### src/core/cfa_cfg.svh
// Constants of the condition-flag and address-formation unit.
// Assumes a 32-bit APB register window with word-aligned offsets.
`ifndef CFA_CFG_SVH
`define CFA_CFG_SVH

// Register byte offsets
`define CFA_OFS_FLAGS    12'h000
`define CFA_OFS_OPND     12'h004
`define CFA_OFS_EXEC     12'h008
`define CFA_OFS_RESULT   12'h00C
`define CFA_OFS_ADDRCTL  12'h010
`define CFA_OFS_PC       12'h014
`define CFA_OFS_EADDR    12'h018
`define CFA_OFS_STATUS   12'h01C

// Flag byte: bits that always read one, and reset value
`define CFA_FLAG_ONES    8'h60
`define CFA_FLAG_RESET   8'h68
`define CFA_PC_RESET     16'h0000

// Operand and literal fields
`define CFA_DIR_PAGE     8'h00
`define CFA_BCD_LOW      8'h06
`define CFA_BCD_HIGH     8'h60
`define CFA_BCD_MAXBYTE  8'h99
`define CFA_BCD_MAXNIB   4'h9

`endif

### src/core/cfa_pkg.sv
// Types of the condition-flag and address-formation unit.
// Assumes cfa_cfg.svh is not needed here; values live in the header.
package cfa_pkg;

  // Flag byte, bit 7 down to bit 0
  typedef struct packed {
    logic signedWrap;    // bit 7
    logic one6;          // bit 6
    logic one5;          // bit 5
    logic nibbleCarry;   // bit 4
    logic blockMaskable; // bit 3
    logic msbResult;     // bit 2
    logic allBitsLow;    // bit 1
    logic borrowOut;     // bit 0
  } cfa_flags_t;

  // Operations run by a write to the execute register
  typedef enum logic [4:0] {
    OP_SUM, OP_SUMC, OP_DIFF, OP_DIFFC, OP_AND, OP_OR, OP_XOR,
    OP_LOAD8, OP_LOAD16, OP_BCD, OP_SHL, OP_SHR, OP_ROTL, OP_ROTR,
    OP_UNMASK, OP_MASK, OP_ACC_TO_FLAGS, OP_FLAGS_TO_ACC,
    OP_GREATER, OP_GREATER_EQ, OP_LESS_EQ, OP_LESS,
    OP_BIT_LOW, OP_BIT_HIGH, OP_CMP_EQ, OP_DEC_NZ
  } cfa_op_t;

  // Operand addressing modes
  typedef enum logic [2:0] {
    MODE_REGISTER, MODE_PC_OFFSET, MODE_LITERAL, MODE_PAGE_ZERO, MODE_FULL
  } cfa_mode_t;

  // Formed operand address
  typedef struct packed {
    logic        memAccess;
    logic [15:0] addr;
  } cfa_ea_t;

endpackage

### src/core/cfa_core.sv
// Condition flags, flag update logic and operand-address formation.
// Assumes an APB master on clk and a sequencer that pulses instrBoundary
// and stackSaved; all inputs are synchronous to clk.
//
// How it works
// - Flag byte bits 6 and 5 always read as one.
// - Bit 7 flags signed overflow; the four signed branches test it.
// - Bit 4 catches carry from bit 3 into bit 4 on sums.
// - BCD adjust adds a correction chosen by bits 4 and 0.
// - Bit 3 set blocks maskable interrupts; clear accepts them.
// - Bit 3 is set after registers are stacked, before the handler runs.
// - No interrupt at the boundary right after unmask or accumulator-to-flags.
// - Bit 2 follows result top bit, also for 8 and 16 bit moves.
// - Bit 1 set when result is all zero, moves included.
// - Bit 0 is carry or borrow; bit tests, shifts, rotates update it.
// - One flat 16-bit address space for every operand access.
// - Test-and-branch ops test an operand, then branch by pc offset.
// - Register mode makes no memory access for operands.
// - Pc offset: signed byte, sign-extended, added to the program counter.
// - Literal mode: operand follows opcode, high byte first.
// - Page zero mode: upper address byte is 0x00.
// - Full mode: 16-bit address from next two bytes, high first.
`include "cfa_cfg.svh"

module cfa_core (
  // Clock and reset
  input  wire logic                clk,
  input  wire logic                rst_n,
  // APB slave
  input  wire logic                psel,
  input  wire logic                penable,
  input  wire logic                pwrite,
  input  wire logic [11:0]         paddr,
  input  wire logic [31:0]         pwdata,
  output logic      [31:0]         prdata,
  output logic                     pready,
  output logic                     pslverr,
  // Interrupt sequencing
  input  wire logic                instrBoundary,
  input  wire logic                maskIrq,
  input  wire logic                stackSaved,
  output logic                     intAccept,
  // Flag and operand address view
  output cfa_pkg::cfa_flags_t      flags,
  output cfa_pkg::cfa_ea_t         opAddr
);
  import cfa_pkg::*;

  logic [7:0]  opA;
  logic [7:0]  opB;
  logic [15:0] result;
  logic        taken;
  cfa_mode_t   mode;
  logic [7:0]  progByte0;
  logic [7:0]  progByte1;
  logic [15:0] pc;
  logic [15:0] literal;
  logic        suppress;
  logic        inService;

  logic        setupPh;
  logic        accessWr;
  logic        mapped;
  logic        execWr;
  cfa_op_t     execOp;
  logic [2:0]  bitSel;

  cfa_flags_t  next_flags;
  logic [15:0] next_result;
  logic        next_taken;
  cfa_ea_t     next_ea;
  logic        irqTake;

  // APB decode; single-wait-free slave answers in the access phase
  assign setupPh  = psel & ~penable;
  assign accessWr = psel & penable & pwrite & mapped;
  assign pready   = 1'b1;
  assign pslverr  = psel & penable & ~mapped;
  assign execWr   = accessWr && paddr == `CFA_OFS_EXEC;
  assign execOp   = cfa_op_t'(pwdata[4:0]);
  assign bitSel   = pwdata[7:5];

  always_comb begin
    unique case (paddr)
      `CFA_OFS_FLAGS, `CFA_OFS_OPND, `CFA_OFS_EXEC, `CFA_OFS_RESULT,
      `CFA_OFS_ADDRCTL, `CFA_OFS_PC, `CFA_OFS_EADDR, `CFA_OFS_STATUS: mapped = 1'b1;
      default: mapped = 1'b0;
    endcase
  end

  // Flag and result computation for one executed operation
  always_comb begin
    logic [8:0] wide;
    logic [4:0] low;
    logic       cin;
    logic [7:0] corr;
    logic       bcdCarry;
    logic [7:0] r8;
    wide        = 9'h000;
    low         = 5'h00;
    corr        = 8'h00;
    bcdCarry    = 1'b0;
    r8          = 8'h00;
    cin         = flags.borrowOut;
    next_flags  = flags;
    next_result = result;
    next_taken  = 1'b0;
    unique case (execOp)
      OP_SUM, OP_SUMC: begin
        wide = {1'b0, opA} + {1'b0, opB} + {8'h00, (execOp == OP_SUMC) & cin};
        low  = {1'b0, opA[3:0]} + {1'b0, opB[3:0]} + {4'h0, (execOp == OP_SUMC) & cin};
        r8   = wide[7:0];
        next_flags.nibbleCarry = low[4];
        next_flags.borrowOut   = wide[8];
        next_flags.signedWrap  = (opA[7] == opB[7]) && (r8[7] != opA[7]);
      end
      OP_DIFF, OP_DIFFC: begin
        wide = {1'b0, opA} - {1'b0, opB} - {8'h00, (execOp == OP_DIFFC) & cin};
        r8   = wide[7:0];
        next_flags.borrowOut  = wide[8];
        next_flags.signedWrap = (opA[7] != opB[7]) && (r8[7] != opA[7]);
      end
      OP_AND, OP_OR, OP_XOR: begin
        r8 = (execOp == OP_AND) ? (opA & opB) : (execOp == OP_OR) ? (opA | opB) : (opA ^ opB);
        next_flags.signedWrap = 1'b0;
      end
      OP_LOAD8: begin
        r8 = opB;
        next_flags.signedWrap = 1'b0;
      end
      OP_BCD: begin
        // Correction from the nibble carry and carry of the prior sum
        if (flags.borrowOut || opA > `CFA_BCD_MAXBYTE) begin
          corr     = corr | `CFA_BCD_HIGH;
          bcdCarry = 1'b1;
        end
        if (flags.nibbleCarry || opA[3:0] > `CFA_BCD_MAXNIB) begin
          corr = corr | `CFA_BCD_LOW;
        end
        r8 = opA + corr;
        next_flags.borrowOut = bcdCarry;
      end
      OP_SHL, OP_ROTL: begin
        r8 = {opA[6:0], (execOp == OP_ROTL) & cin};
        next_flags.borrowOut  = opA[7];
        next_flags.signedWrap = r8[7] ^ opA[7];
      end
      OP_SHR, OP_ROTR: begin
        r8 = {(execOp == OP_ROTR) & cin, opA[7:1]};
        next_flags.borrowOut  = opA[0];
        next_flags.signedWrap = r8[7] ^ opA[0];
      end
      OP_FLAGS_TO_ACC: r8 = flags;
      default: r8 = opA;
    endcase
    // Result-derived flags for data-producing operations
    unique case (execOp)
      OP_SUM, OP_SUMC, OP_DIFF, OP_DIFFC, OP_AND, OP_OR, OP_XOR,
      OP_LOAD8, OP_BCD, OP_SHL, OP_SHR, OP_ROTL, OP_ROTR: begin
        next_result          = {8'h00, r8};
        next_flags.msbResult = r8[7];
        next_flags.allBitsLow = (r8 == 8'h00);
      end
      OP_LOAD16: begin
        next_result           = {opA, opB};
        next_flags.msbResult  = opA[7];
        next_flags.allBitsLow = ({opA, opB} == 16'h0000);
        next_flags.signedWrap = 1'b0;
      end
      OP_FLAGS_TO_ACC: next_result = {8'h00, r8};
      OP_UNMASK: next_flags.blockMaskable = 1'b0;
      OP_MASK: next_flags.blockMaskable = 1'b1;
      OP_ACC_TO_FLAGS: next_flags = opA | `CFA_FLAG_ONES;
      // Branches: test first, target later by pc offset
      OP_GREATER: next_taken = ~(flags.allBitsLow | (flags.msbResult ^ flags.signedWrap));
      OP_GREATER_EQ: next_taken = ~(flags.msbResult ^ flags.signedWrap);
      OP_LESS_EQ: next_taken = flags.allBitsLow | (flags.msbResult ^ flags.signedWrap);
      OP_LESS: next_taken = flags.msbResult ^ flags.signedWrap;
      OP_BIT_LOW, OP_BIT_HIGH: begin
        next_flags.borrowOut = opB[bitSel];
        next_taken = (execOp == OP_BIT_HIGH) ? opB[bitSel] : ~opB[bitSel];
      end
      OP_CMP_EQ: next_taken = (opA == opB);
      OP_DEC_NZ: begin
        next_result = {8'h00, opA - 8'h01};
        next_taken  = (opA != 8'h01);
      end
      default: next_taken = 1'b0;
    endcase
  end

  // Address formation from mode, program bytes and pc
  always_comb begin
    next_ea = '0;
    unique case (mode)
      MODE_REGISTER: next_ea = '0;
      MODE_PC_OFFSET: next_ea = '{1'b0, pc + {{8{progByte0[7]}}, progByte0}};
      MODE_LITERAL: next_ea = '{1'b1, pc};
      MODE_PAGE_ZERO: next_ea = '{1'b1, {`CFA_DIR_PAGE, progByte0}};
      MODE_FULL: next_ea = '{1'b1, {progByte0, progByte1}};
      default: next_ea = '0;
    endcase
  end

  assign literal = {progByte0, progByte1};
  assign irqTake = instrBoundary & maskIrq & ~flags.blockMaskable & ~suppress;

  // Flag register: software writes, executed ops, interrupt mask set
  always_ff @(posedge clk or negedge rst_n) begin
    if (!rst_n) begin
      flags <= `CFA_FLAG_RESET;
    end else if (stackSaved && inService) begin
      flags.blockMaskable <= 1'b1;
    end else if (accessWr && paddr == `CFA_OFS_FLAGS) begin
      flags <= pwdata[7:0] | `CFA_FLAG_ONES;
    end else if (execWr) begin
      flags <= next_flags | `CFA_FLAG_ONES;
    end
  end

  // Operands, result and branch outcome
  always_ff @(posedge clk or negedge rst_n) begin
    if (!rst_n) begin
      opA    <= 8'h00;
      opB    <= 8'h00;
      result <= 16'h0000;
      taken  <= 1'b0;
    end else if (accessWr && paddr == `CFA_OFS_OPND) begin
      opA <= pwdata[7:0];
      opB <= pwdata[15:8];
    end else if (execWr) begin
      result <= next_result;
      taken  <= next_taken;
    end
  end

  // Program counter and addressing controls
  always_ff @(posedge clk or negedge rst_n) begin
    if (!rst_n) begin
      pc        <= `CFA_PC_RESET;
      mode      <= MODE_REGISTER;
      progByte0 <= 8'h00;
      progByte1 <= 8'h00;
    end else if (accessWr && paddr == `CFA_OFS_PC) begin
      pc <= pwdata[15:0];
    end else if (accessWr && paddr == `CFA_OFS_ADDRCTL) begin
      mode      <= cfa_mode_t'(pwdata[2:0]);
      progByte0 <= pwdata[15:8];
      progByte1 <= pwdata[23:16];
    end else if (execWr && next_taken) begin
      pc <= pc + {{8{progByte0[7]}}, progByte0};
    end
  end

  // Registered operand address in the flat 16-bit space
  always_ff @(posedge clk or negedge rst_n) begin
    if (!rst_n) begin
      opAddr <= '0;
    end else begin
      opAddr <= next_ea;
    end
  end

  // Interrupt acceptance and one-boundary hold-off after unmasking
  always_ff @(posedge clk or negedge rst_n) begin
    if (!rst_n) begin
      suppress  <= 1'b0;
      inService <= 1'b0;
      intAccept <= 1'b0;
    end else begin
      intAccept <= irqTake;
      if (execWr && (execOp == OP_UNMASK || execOp == OP_ACC_TO_FLAGS)) begin
        suppress <= 1'b1;
      end else if (instrBoundary) begin
        suppress <= 1'b0;
      end
      if (irqTake) begin
        inService <= 1'b1;
      end else if (stackSaved) begin
        inService <= 1'b0;
      end
    end
  end

  // Read data captured in the setup phase
  always_ff @(posedge clk or negedge rst_n) begin
    if (!rst_n) begin
      prdata <= 32'h0000_0000;
    end else if (setupPh) begin
      unique case (paddr)
        `CFA_OFS_FLAGS:   prdata <= {24'h00_0000, flags};
        `CFA_OFS_OPND:    prdata <= {16'h0000, opB, opA};
        `CFA_OFS_RESULT:  prdata <= {15'h0000, taken, result};
        `CFA_OFS_ADDRCTL: prdata <= {8'h00, literal[7:0], literal[15:8], 5'h00, mode};
        `CFA_OFS_PC:      prdata <= {16'h0000, pc};
        `CFA_OFS_EADDR:   prdata <= {15'h0000, opAddr};
        `CFA_OFS_STATUS:  prdata <= {29'h0000_0000, inService, suppress, maskIrq};
        default:          prdata <= 32'h0000_0000;
      endcase
    end
  end

endmodule

### config.mk
export PLATFORM = sky130hd
export DESIGN_NAME = cfa_core
export DESIGN_NICKNAME = d
export VERILOG_FILES = /design/src/core/cfa_pkg.sv /design/src/core/cfa_core.sv
export VERILOG_INCLUDE_DIRS = /design/src /design/src/core
export SDC_FILE = /design/constraint.sdc
export NUM_CORES = 1
export LEC_CHECK = 0
export BUFFER_PORTS_ARGS = -buffer_cell sky130_fd_sc_hd__buf_2
export CAP_MARGIN = 0
export CORE_ASPECT_RATIO = 0.6
export CORE_MARGIN = 2
export CORE_UTILIZATION = 45
export CTS_CLUSTER_DIAMETER = 100
export DETAILED_ROUTE_END_ITERATION = 12
export PLACE_DENSITY = 0.71
export SLEW_MARGIN = 20
export SYNTH_ARGS = -nofsm -noshare
export SYNTH_HDL_FRONTEND = slang
export SYNTH_SLANG_ARGS = --single-unit
### constraint.sdc
create_clock -name clk -period 3.4 [get_ports clk]
set_input_delay 0.68 -clock clk [delete_from_list [all_inputs] [get_ports clk]]
set_output_delay 0.68 -clock clk [all_outputs]
set_load 0.02 [all_outputs]
-- Word level (Yosys, flattened, before mapping)
Memories as Yosys holds them, arrays and structs flattened.
Index checks and enable logic that the tools add are counted.
- add/sub/neg operators: 9
- order comparisons: 3
- equal/unequal tests: 43
- muxes and demuxes: 33
- bitwise operators: 29
- reductions and logical operators: 48
- operators by type and width (operator ; count):
    $pmux W24 S7 ; 1
    $pmux W17 S4 ; 1
    $pmux W8 S8 ; 1
    $eq A5 B5 Y1 const B ; 10
    $eq A12 B5 Y1 const B ; 4
    $mux W16 ; 3
    $pmux W16 S3 ; 1
    $eq A5 B4 Y1 const B ; 8
    $mux W8 ; 5
    $eq A12 B4 Y1 const B ; 2
    $eq A5 B3 Y1 const B ; 4
    $add A16 B16 Y16 ; 1
    $logic_not A16 Y1 ; 1
    $reduce_bool A8 Y1 ; 2
    $reduce_and A3 Y1 ; 5
    $reduce_or A14 Y1 ; 1
    $reduce_or A13 Y1 ; 1
    $and A1 B1 Y1 ; 12
    $eq A12 B3 Y1 const B ; 1
    $logic_not A12 Y1 ; 1
    $mux W1 ; 11
    $eq A5 B2 Y1 const B ; 2
    $logic_and A1 B1 Y1 ; 10
    $not A1 Y1 ; 10
    45 further kinds ; 67
- register bits: 128
- ROM bits: 32
- input port bits: 52
- output and inout port bits: 60
- logic and storage cells: 188
- memories: 1
- memory list (name ; words ; bits a word ; rd ports ; clocked after Yosys merged registers in ; write ports ; line ; source):
    (no name shown) ; 32 ; 1 ; 1 ; 0 ; 0 ; cfa_core.sv:84 ; unique case (paddr)

-- Depth between registers and ports, before layout
Gate-level depths: netlist of run 1.
- word-level depth: 12
- gate-level depth with buffers: 16
- depth with buffers taken out: 15

-- Least setup slack after synthesis of run 1
No wires, ideal clock.
- path kind: input port to flip-flop
- start: input pwdata[2]
- end: register flags[7] in the netlist's numbering
- arrival time: 3.940 ns
- setup slack: -0.659 ns
- stages: 15
- cell sequence: buf_2 -> buf_1 -> clkbuf_1 -> nor4_1 -> nand3_1 -> fa_1 -> ha_1 -> o21ai_0 -> a211o_1 -> a211oi_1 -> nor2_1 -> a211oi_1 -> o21ai_0 -> a221o_1 -> a21bo_2
- longest elaborated chain between the ends: 9
- elaborated cells between the ends (all ways): 35
- those cells by class: add/sub (2); eq/ne (15); mux (4); bitwise (4); reduce/logical (10)
- RTL lines (item ; line ; source):
    from (decl) ; cfa_core.sv:34 ; input wire logic [31:0] pwdata,
    $eq A5 B2 Y1 / $eq A5 B1 Y1 (equally long branches) ; cfa_core.sv:108, cfa_core.sv:118, cfa_core.sv:110 ;
    $and A1 B1 Y1 (on tied branches) ; cfa_core.sv:118, cfa_core.sv:110 ;
    $sub A9 B1 Y9 / $add A9 B1 Y9 (equally long branches) ; cfa_core.sv:118, cfa_core.sv:110 ;
    $ne A1 B1 Y1 (on tied branches) ; cfa_core.sv:121, cfa_core.sv:115 ;
    $logic_and A1 B1 Y1 (on tied branches) ; cfa_core.sv:121, cfa_core.sv:115 ;
    $pmux W1 S5 ; cfa_core.sv:108 ; unique case (execOp)
    $pmux W1 S2 ; cfa_core.sv:157 ; unique case (execOp)
    $mux W8 ; cfa_core.sv:216 ; end else if (execWr) begin
    $mux W8 ; cfa_core.sv:214 ; end else if (accessWr && paddr == `CFA_OFS_FLAGS) begin
    to (signal assigned) ; cfa_core.sv:211 ; flags <= `CFA_FLAG_RESET;
    to (signal assigned) ; cfa_core.sv:215 ; flags <= pwdata[7:0] | `CFA_FLAG_ONES;
    to (signal assigned) ; cfa_core.sv:217 ; flags <= next_flags | `CFA_FLAG_ONES;
    to (decl) ; cfa_core.sv:44 ; output cfa_pkg::cfa_flags_t flags,
Several ways; a longest one is shown, not always the timed one. The select of a mux whose other input is x is not followed.
A chain may end at the register's enable or synchronous reset.

-- Final worst setup path of run 1
- start: input pwdata[2]
- end: register flags[1] in the netlist's numbering
- longest elaborated chain between the ends: 8
- elaborated cells between the ends (all ways): 37
- those cells by class: add/sub (2); eq/ne (15); mux (6); bitwise (4); reduce/logical (10)
- RTL lines (item ; line ; source):
    $eq A5 B2 Y1, or another cell as far along ; cfa_core.sv:108, cfa_core.sv:118, cfa_core.sv:157 ;
    $and A1 B1 Y1, or another cell as far along ; cfa_core.sv:118 ; wide = {1'b0, opA} - {1'b0, opB} - {8'h00, (execOp == OP_DIFFC) & cin};
    $sub A9 B1 Y9, or another cell as far along ; cfa_core.sv:118 ;
    $pmux W8 S8 ; cfa_core.sv:108 ;
    $logic_not A8 Y1 ; cfa_core.sv:162 ; next_flags.allBitsLow = (r8 == 8'h00);
    $pmux W2 S3 ; cfa_core.sv:157 ;
    $mux W8 ; cfa_core.sv:216 ;
    $mux W8 ; cfa_core.sv:214 ;
Several ways; a longest one is shown, not always the timed one. The select of a mux whose other input is x is not followed.

==> flow_summary.yaml, run 1 <==
timing:
  max_slew_margin: 0.208
  rsz0062_at_grt: "yes"
  hold_violations: 0
  setup_viol: 1
  fin_worst_skew_ns: 0.0114
  tns_ns: -0.174
  fin_ws_ns: -0.174
  final_max_slew_viol_count: 0
  fmax_mhz: 280
  finalCritPeriodShare: 1.05
  min_period_ns: 3.57
  tightest_slew_ns: 1.19
logic_synthesis:
  syn-cell-area_sq_mm: 0.00896
  synthFlopType: "dfrtp_1"
  synthTopCellsByCount: "dfrtp_1, nand2_1, o21ai_0, nor2_1, ha_1"
  synth.area.top_cells: "dfrtp_1, ha_1, o21ai_0, nand2_1, mux2i_1"
  synth_area_leader_cell: "dfrtp_1"
  synthCells: 1027
  synth_top_area_frac: 0.327
  synth_cell_types: 75
  avgSynthCellArea_sq_um: 8.72
  synth_enable_flop_cells: 0
  ys_warn_count: 0
  async_flop_share: 1.00
  ys_ff_latch: 118
  synth_most_common_cell: "dfrtp_1"
  ys_seq_area_frac: 0.330
setup_path:
  slowest_delay_ns: 0.45
  required_ns: 3.73
  end_kind: "flip-flop"
  worst-endpoint-arrival_ns: 3.91
  critical_path_class: "primary input to flip-flop"
  slowest_stage: "fa_2"
  crit_chain: "buf_6, nor4_4, nand2b_1, fa_2, fa_2, nor2b_2, o31ai_2, nor4bb_4, o31ai_2, nand4_1, o41ai_2, buf_4, nand4b_1, o31ai_1"
  cp_max_fo: 2
  start_kind: "primary input"
run_status:
  status: "finished, violations left"
  failed_checks: "setup timing"
detailed_routing:
  drt_iter0_markers: 1245
  wl_per_cell_um: 23.7
  viasPerCell: 6.31
  wirelength_um: 34600
  first_pass_iters: 6
  via_count: 9208
  drc: 0
  ant_nets: 0
floorplan:
  die_y_um: 113
  die-area_sq_mm: 0.0211
  die_w_um: 186
  ios: 112
  core-area_sq_mm: 0.0193
  rows: 39
  floorplan.initialDensity: 0.465
cts:
  htreeDepth: 4
  cts-buffers-inserted: 17
  clock-sinks: 118
  cts-root-buf: "clkbuf_16"
  cts.path.max_buffers: 2
  cts_tree: "yes"
  clk_pin_slew_ns: 0.06
  holdBufCountCts: 0
  clock_latency_ns: 0.42
global_route:
  grt_max_degree: 78
  track_usage: 0.334
  overflow: 0
  antenna_found_initial: 0
  grt_pass1_vias: 8559
  grt_first_pass_wirelength_um: 52100
final_layout:
  syn2layout_area_growth_pct: 23.8
  drive_above_1_share: 0.251
  utilization: 0.575
  layout.nets: 1295
  antennaDiodeCount: 0
power:
  powerDensity_mw_per_mm2: 331
  leakagePower_nw: 5.17
  peakVddDrop_uv: 355
flow_run:
  maxCapViolCount: 0
placement:
  port_buffers: 92
  gp_congestion: 1.02
  dp_hpwl_um: 25900
min_path:
  min_path_type: "primary input to asynchronous set/reset pin"
[what timing repair did]
item | 4_1_cts | 5_1_grt
endpoints found under the setup margin | 2 | 10
pin swaps | 4 | 11
gates resized for setup | 5 | 19
setup buffers | 1 | 4
[final timing paths]
path,from,to,slack (ns),cells past startpoint
worst max-delay path,pwdata[2],flags[1],-0.17,14
worst min-delay path,rst_n,prdata[1],0.25,1
worst max register to register,flags[0],flags[1],-0.11,14
worst min register to register,prdata[17],prdata[17],0.47,2
max in group asynchronous,rst_n,pc[14],2.33,2
min in group clk,instrBoundary,suppress,0.45,2
[per-stage QoR]
step	hold WS, ns	cell area [sq um]	power, mW	worst slack [ns]	std cells
after floorplan	0.384	9140	1.63	-0.319	1036
after global placement	0.458	10300	1.76	-0.439	1426
after detailed placement	0.465	10300	1.76	-0.596	1426
after CTS	0.252	11000	3.67	-0.0137	1457
after global routing	0.294	11100	3.77	-0.320	1459
final	0.248	11100	3.67	-0.174	1459
[flip-flops by register name, indices dropped and copies added (netlist names)]
name / flops
taken: 1
flags: 6
suppress: 1
opB: 8
result: 16
progByte1: 8
intAccept: 1
mode: 3
pc: 16
opAddr: 17
prdata: 24
opA: 8
inService: 1
progByte0: 8
[critical path: cells and delay by family]
kind	cells	cell delay, ns
AOI/OAI and AO/OA	4	0.99
adders and majority gates	2	0.85
and+or+nand+nor	6	1.10
buffers and inverters	2	0.26
[per-layer routing]
layer	routed length [um]	global-route usage	part of all wire	up-vias
li1	-	-	-	4095
met1	16000	0.520	0.46	4440
met2	12900	0.424	0.37	621
met3	5250	0.126	0.15	50
met4	493	0.0709	0.014	2
met5	40	0.0188	0.0012	-
[cells in the final DEF (no fill, tap or decap), drive strengths merged, types with 6 or more instances in the layout]
master / n
nand4: 9
ha: 55
a211oi: 11
mux2: 24
nor2b: 10
a22o: 29
nor2: 64
o21ai: 104
mux2i: 40
a22oi: 25
and3: 7
buf: 199
nand2b: 17
a221o: 6
dfrtp: 117
a21oi: 44
fa: 6
xnor2: 26
o31ai: 11
clkbuf: 18
inv: 37
o22ai: 15
a221oi: 12
xor2: 8
conb: 11
nor3: 35
nand3: 21
a21o: 11
nand2: 113
nor4: 11
[power breakdown]
group / internal [mW] / switching (mW) / leakage (nW) / total (mW)
clock network: 1.24 / 0.679 / 0.294 / 1.92
registers: 1.41 / 0.00919 / 1.55 / 1.42
logic: 0.120 / 0.216 / 3.33 / 0.336
total: 2.77 / 0.905 / 5.17 / 3.67
[cell type report]
cell class	count	area [sq um]
Clock buffer	18	439
Clock inverter	12	179
Fill cell	1726	8190
Inverter	37	139
Multi-Input combinational cell	809	5730
Sequential cell	118	2950
Tap cell	266	333
Timing Repair Buffer	199	1320
[kinds of logic after synthesis]
logic type	count (synthesis)	share of synthesized area
buffers and inverters	109	0.0546
other	2	0.000839
XOR/XNOR	34	0.0333
flip-flops	118	0.330
multiplexers	67	0.0824
adder cells (fa/ha/maj)	61	0.0902
AO/OA/AOI/OAI	319	0.237
AND/OR/NAND/NOR	317	0.171
(Power assumes the default switching activity.)
==> run 2: changes to the inputs <==
--- a/config.mk
+++ b/config.mk
@@ -10,8 +10,8 @@
 export CAP_MARGIN = 0
 export CORE_ASPECT_RATIO = 0.6
-export CORE_MARGIN = 2
 export CORE_UTILIZATION = 45
 export CTS_CLUSTER_DIAMETER = 100
 export DETAILED_ROUTE_END_ITERATION = 12
+export GPL_TIMING_DRIVEN = 1
 export PLACE_DENSITY = 0.71
 export SLEW_MARGIN = 20
==> constraint.sdc (replaced) <==
create_clock -name clk -period 3.4 [get_ports clk]
set_input_delay 0.51 -clock clk [delete_from_list [all_inputs] [get_ports clk]]
set_output_delay 0.51 -clock clk [all_outputs]
set_load 0.02 [all_outputs]
==> flow_summary.yaml, run 2 (synthesis results as in run 1) <==
final_layout:
  syn2layout_area_growth_pct: 22.1
  stdcell_count: 1452
  mostFrequentLayoutCell: "dfrtp_1"
  antennaDiodeCount: 0
  reg_top3: "prdata: 24 flops, opAddr: 17 flops"
  top_register: "prdata"
  final_cell_mix: "dfrtp_1, nand2_1, o21ai_0, buf_4, buf_2"
  nFillCells: 1786
  layout.nets: 1286
  drive_above_1_share: 0.245
  largest_reg_flops: 24
  postLayoutCellArea_sq_mm: 0.0109
floorplan:
  die_w_um: 184
  core-area_sq_mm: 0.0193
  rows: 39
  die_y_um: 111
  ios: 112
  die-area_sq_mm: 0.0205
  floorplan.initialDensity: 0.465
setup_path:
  start_kind: "flip-flop"
  end_kind: "flip-flop"
  worst-endpoint-arrival_ns: 3.81
  slowest_stage: "fa_2"
  required_ns: 3.73
  cp_max_fo: 3
  critical_path_class: "flip-flop to flip-flop"
  slowest_delay_ns: 0.64
  crit_chain: "inv_2, nor4_4, nand3_2, fa_2, ha_4, o21ai_2, a211o_1, a211oi_4, buf_4, nor2_1, a211oi_1, o21ai_1, a221o_1, a21bo_2"
  reg2reg_from: "flags[0]"
  startpoint: "flags[0]"
power:
  internal_power_mw: 2.57
  seqPwrFrac: 0.401
  leakagePower_nw: 5.10
  pwr-share-comb: 0.095
  power_mw: 3.54
  clockPowerShare: 0.504
  switchingPower_uw: 965
  peakVddDrop_uv: 331
  powerDensity_mw_per_mm2: 323
  p_sw_frac: 0.273
detailed_routing:
  first_pass_iters: 6
  via_count: 9134
  wl_per_cell_um: 23.8
  wirelength_um: 34600
  viasPerCell: 6.29
  ant_nets: 0
  drc: 0
  drt_iter0_markers: 1145
global_route:
  overflow: 0
  use_met1: 0.521
  grt_pass1_vias: 8418
  grt_util_met2: 0.429
  grt.met3_usage: 0.162
  track_usage: 0.343
  top_usage_layer: "met1"
  grt_max_degree: 64
  grt_first_pass_wirelength_um: 52000
  antenna_found_initial: 0
cts:
  holdBufCountCts: 0
  cts-buffers-inserted: 17
  cts.path.max_buffers: 2
  clk_pin_slew_ns: 0.06
  cts-root-buf: "clkbuf_16"
  clock_latency_ns: 0.43
  clock-sinks: 118
  cts_tree: "yes"
  htreeDepth: 4
placement:
  gp_congestion: 1.01
  dp_hpwl_um: 26100
  dp_cells: 1418
  port_buffers: 92
  place_ws_ns: -0.286
  placed_area_sq_mm: 0.0102
timing:
  setup_viol: 1
  min_period_ns: 3.48
  fin_ws_ns: -0.0836
  tightest_slew_ns: 1.08
  hold_violations: 0
  finalCritPeriodShare: 1.02
  hold_slack_ns: 0.186
  max_slew_margin: 0.279
  rsz0062_at_grt: "yes"
  fin_worst_skew_ns: 0.0107
  final_max_slew_viol_count: 0
  fmax_mhz: 287
run_status:
  failed_checks: "setup timing"
  status: "finished, violations left"
flow_run:
  maxCapViolCount: 0
min_path:
  min_path_type: "primary input to asynchronous set/reset pin"
## run 2: changes by cell type in the layout (fill, tap and decap cells not counted), moves of 2 or more
cell,change
inv_2,+3
bufinv_16,-3
o21ai_0,+2
buf_2,+2
clkinv_2,-2
o31ai_2,-2
inv_6,+5
o31ai_1,+2
inv_1,-3
buf_6,-2
buf_4,-8
## run 2: layer usage
layer / vias up / share of wire
li1: 4079 / -
met1: 4413 / 0.46
met2: 604 / 0.37
met3: 38 / 0.16
met4: 0 / 0.0093
met5: - / 0
## run 2: through the flow
step                       util  setup TNS (ns)
after floorplan               -          -0.166
after global placement    0.532          -0.740
after detailed placement  0.532           -1.21
after CTS                 0.563               0
after global routing      0.567          -0.371
final                     0.567         -0.0836
## run 2: worst max-delay path: cells and delay by family (launching register included)
kind	cells	cell delay, ns
compound gates	7	1.56
fa+ha+maj	2	0.78
buf+inv	2	0.23
flops	1	0.36
simple gates	3	0.45
## run 2: final cells by class
| cell class | instances | area (sq um) | share of cell area |
|---|---|---|---|
| Sequential cell | 118 | 2950 | 0.270 |
| Clock buffer | 18 | 439 | 0.0402 |
| Clock inverter | 14 | 141 | 0.0129 |
| Inverter | 37 | 139 | 0.0127 |
| Tap cell | 266 | 333 | 0.0304 |
| Timing Repair Buffer | 190 | 1220 | 0.112 |
| Multi-Input combinational cell | 809 | 5700 | 0.522 |
## run 2: worst paths after layout
kind / end / slack [ns] / cells after the start
worst max register to register: flags[7] / -0.08 / 14
min in group clk: suppress / 0.29 / 2
worst min-delay path: progByte1[4] / 0.19 / 1
max in group asynchronous: opB[4] / 2.42 / 2
worst max-delay path: flags[7] / -0.08 / 14
worst min register to register: prdata[17] / 0.47 / 2
## run 2: repair_timing
item	in CTS	in global routing
setup endpoints to repair	4	8
buffers inserted	0	2
gates resized for setup	7	12
pin swaps	3	12
## run 2: power groups by stage
stage	clock, mW	sequential [mW]	combinational, mW
after floorplan	0	1.44	0.183
final	1.78	1.42	0.334
after CTS	1.79	1.42	0.321
after global placement	0	1.44	0.316
after detailed placement	0	1.44	0.319
after global routing	1.86	1.42	0.358
==> run 3: changes to the inputs <==
- BUFFER_PORTS_ARGS: -buffer_cell sky130_fd_sc_hd__buf_2 -> unset
- DONT_BUFFER_PORTS: unset -> 1
- PLACE_DENSITY: 0.71 -> 0.64
- clock period: 3.4 -> 4.2 ns (I/O delays scaled with it)
==> flow_summary.yaml, run 3 (synthesis results as in run 1) <==
global_route:
  grt_first_pass_wirelength_um: 48500
  grt_pass1_vias: 7646
  antenna_found_initial: 0
  grt_max_degree: 118
  track_usage: 0.323
  overflow: 0
final_layout:
  largest_reg_flops: 24
  final_cell_mix: "dfrtp_1, nand2_1, o21ai_0, nor2_1, ha_1"
  drive_above_1_share: 0.122
  nFillCells: 1810
  antennaDiodeCount: 0
  multi_input_area_sq_mm: 0.00559
  reg_top3: "prdata: 24 flops, opAddr: 17 flops"
  top_register: "prdata"
  syn2layout_area_growth_pct: 11.3
  mostFrequentLayoutCell: "dfrtp_1"
  layout.nets: 1145
  seqCellArea_sq_mm: 0.00295
timing:
  tightest_slew_ns: 1.19
  fin_worst_skew_ns: 0.0132
  setup_viol: 0
  finalCritPeriodShare: 0.878
  hold_violations: 0
  fin_ws_ns: 0.513
  min_period_ns: 3.69
  rsz0062_at_grt: "no"
  fmax_mhz: 271
  tns_ns: 0
  max_slew_margin: 0.208
  final_max_slew_viol_count: 0
setup_path:
  crit_chain: "inv_1, nor4_1, buf_4, nand3_1, fa_1, fa_1, o21ai_0, a211oi_1, a31oi_1, xor2_1, a221oi_2, nor3_1, a2111oi_1, o22ai_1"
  worst-endpoint-arrival_ns: 3.98
  crit_path_frequent_cell: "fa_1"
  end_kind: "flip-flop"
  start_kind: "flip-flop"
  slowest_stage: "fa_1"
  required_ns: 4.49
  critical_path_class: "flip-flop to flip-flop"
  cp_max_fo: 3
  slowest_delay_ns: 0.41
cts:
  clk_pin_slew_ns: 0.07
  cts.repair.resized: 0
  cts-root-buf: "clkbuf_16"
  cts.path.max_buffers: 2
  clock_latency_ns: 0.42
  clock-sinks: 118
  htreeDepth: 4
  cts_tree: "yes"
  cts-buffers-inserted: 17
flow_run:
  maxCapViolCount: 0
detailed_routing:
  wl_met3_um: 5520
  first_pass_iters: 6
  wl_per_cell_um: 24.7
  wl_met2_um: 11800
  viasPerCell: 6.37
  ant_nets: 0
  drt_iter0_markers: 1220
  routed.top_layer: "met4"
  wl_met1_um: 14800
  wirelength_um: 32300
  drc: 0
  via_count: 8345
placement:
  dp_hpwl_um: 24000
  gp_congestion: 1.00
  place_ws_ns: 0.360
  port_buffers: 0
floorplan:
  core-area_sq_mm: 0.0193
  die_w_um: 184
  rows: 39
  die-area_sq_mm: 0.0205
  die_y_um: 111
  ios: 112
  floorplan.initialDensity: 0.465
power:
  powerDensity_mw_per_mm2: 277
  power_mw: 2.76
  peakVddDrop_uv: 256
  leakagePower_nw: 4.43
min_path:
  min_path_type: "primary input to asynchronous set/reset pin"
run_status:
  status: "completed"
-- run 3: final timing paths --
kind,startpoint,end,slack (ns),depth (start not counted)
worst min register to register,result[9],result[9],0.48,2
worst max register to register,flags[0],flags[0],0.51,14
worst max-delay path,flags[0],flags[0],0.51,14
min in group clk,instrBoundary,suppress,0.30,1
worst min-delay path,rst_n,flags[3],0.05,0
max in group asynchronous,rst_n,result[10],3.57,1
-- run 3: per-layer routing --
metal / up-vias / track usage
li1: 3804 / -
met1: 4004 / 0.491
met5: - / 0
met4: 0 / 0.0483
met3: 19 / 0.181
met2: 518 / 0.385
-- run 3: worst max-delay path, delay by kind of cell, from the launching register on --
| kind | cells | cell delay, ns |
|---|---|---|
| buffers and inverters | 2 | 0.27 |
| AO/OA/AOI/OAI | 6 | 1.59 |
| adder cells (fa/ha/maj) | 2 | 0.80 |
| flip-flops | 1 | 0.36 |
| AND/OR/NAND/NOR | 3 | 0.39 |
| XOR/XNOR | 1 | 0.13 |
-- run 3: cell type report --
type / count / area share
clock buffers: 17 / 0.0427
clock inverters: 15 / 0.0146
well taps: 266 / 0.0334
repair buffers: 49 / 0.0389
multi-input cells: 809 / 0.560
inverters: 37 / 0.0139
flip-flops and latches: 118 / 0.296
-- run 3: stage by stage --
stage	instances	util	cell area, sq um	hold WS [ns]
after CTS	1311	0.517	9970	0.0347
after detailed placement	1278	0.486	9370	0.337
after global placement	1278	0.486	9370	0.337
final	1311	0.517	9970	0.0465
after floorplan	1036	-	8990	0.334
after global routing	1311	0.517	9970	0.0241
-- run 3: timing repair --
action                    4_1_cts  5_1_grt
hold endpoints to repair      117        0
setup buffers                   0        0
hold buffers                    1        0
-- run 3: power breakdown --
part	internal [mW]	leakage, nW	switching, mW
registers	1.14	1.55	0.0113
logic	0.0644	2.59	0.116
clock network	0.828	0.282	0.600
total	2.03	4.43	0.728
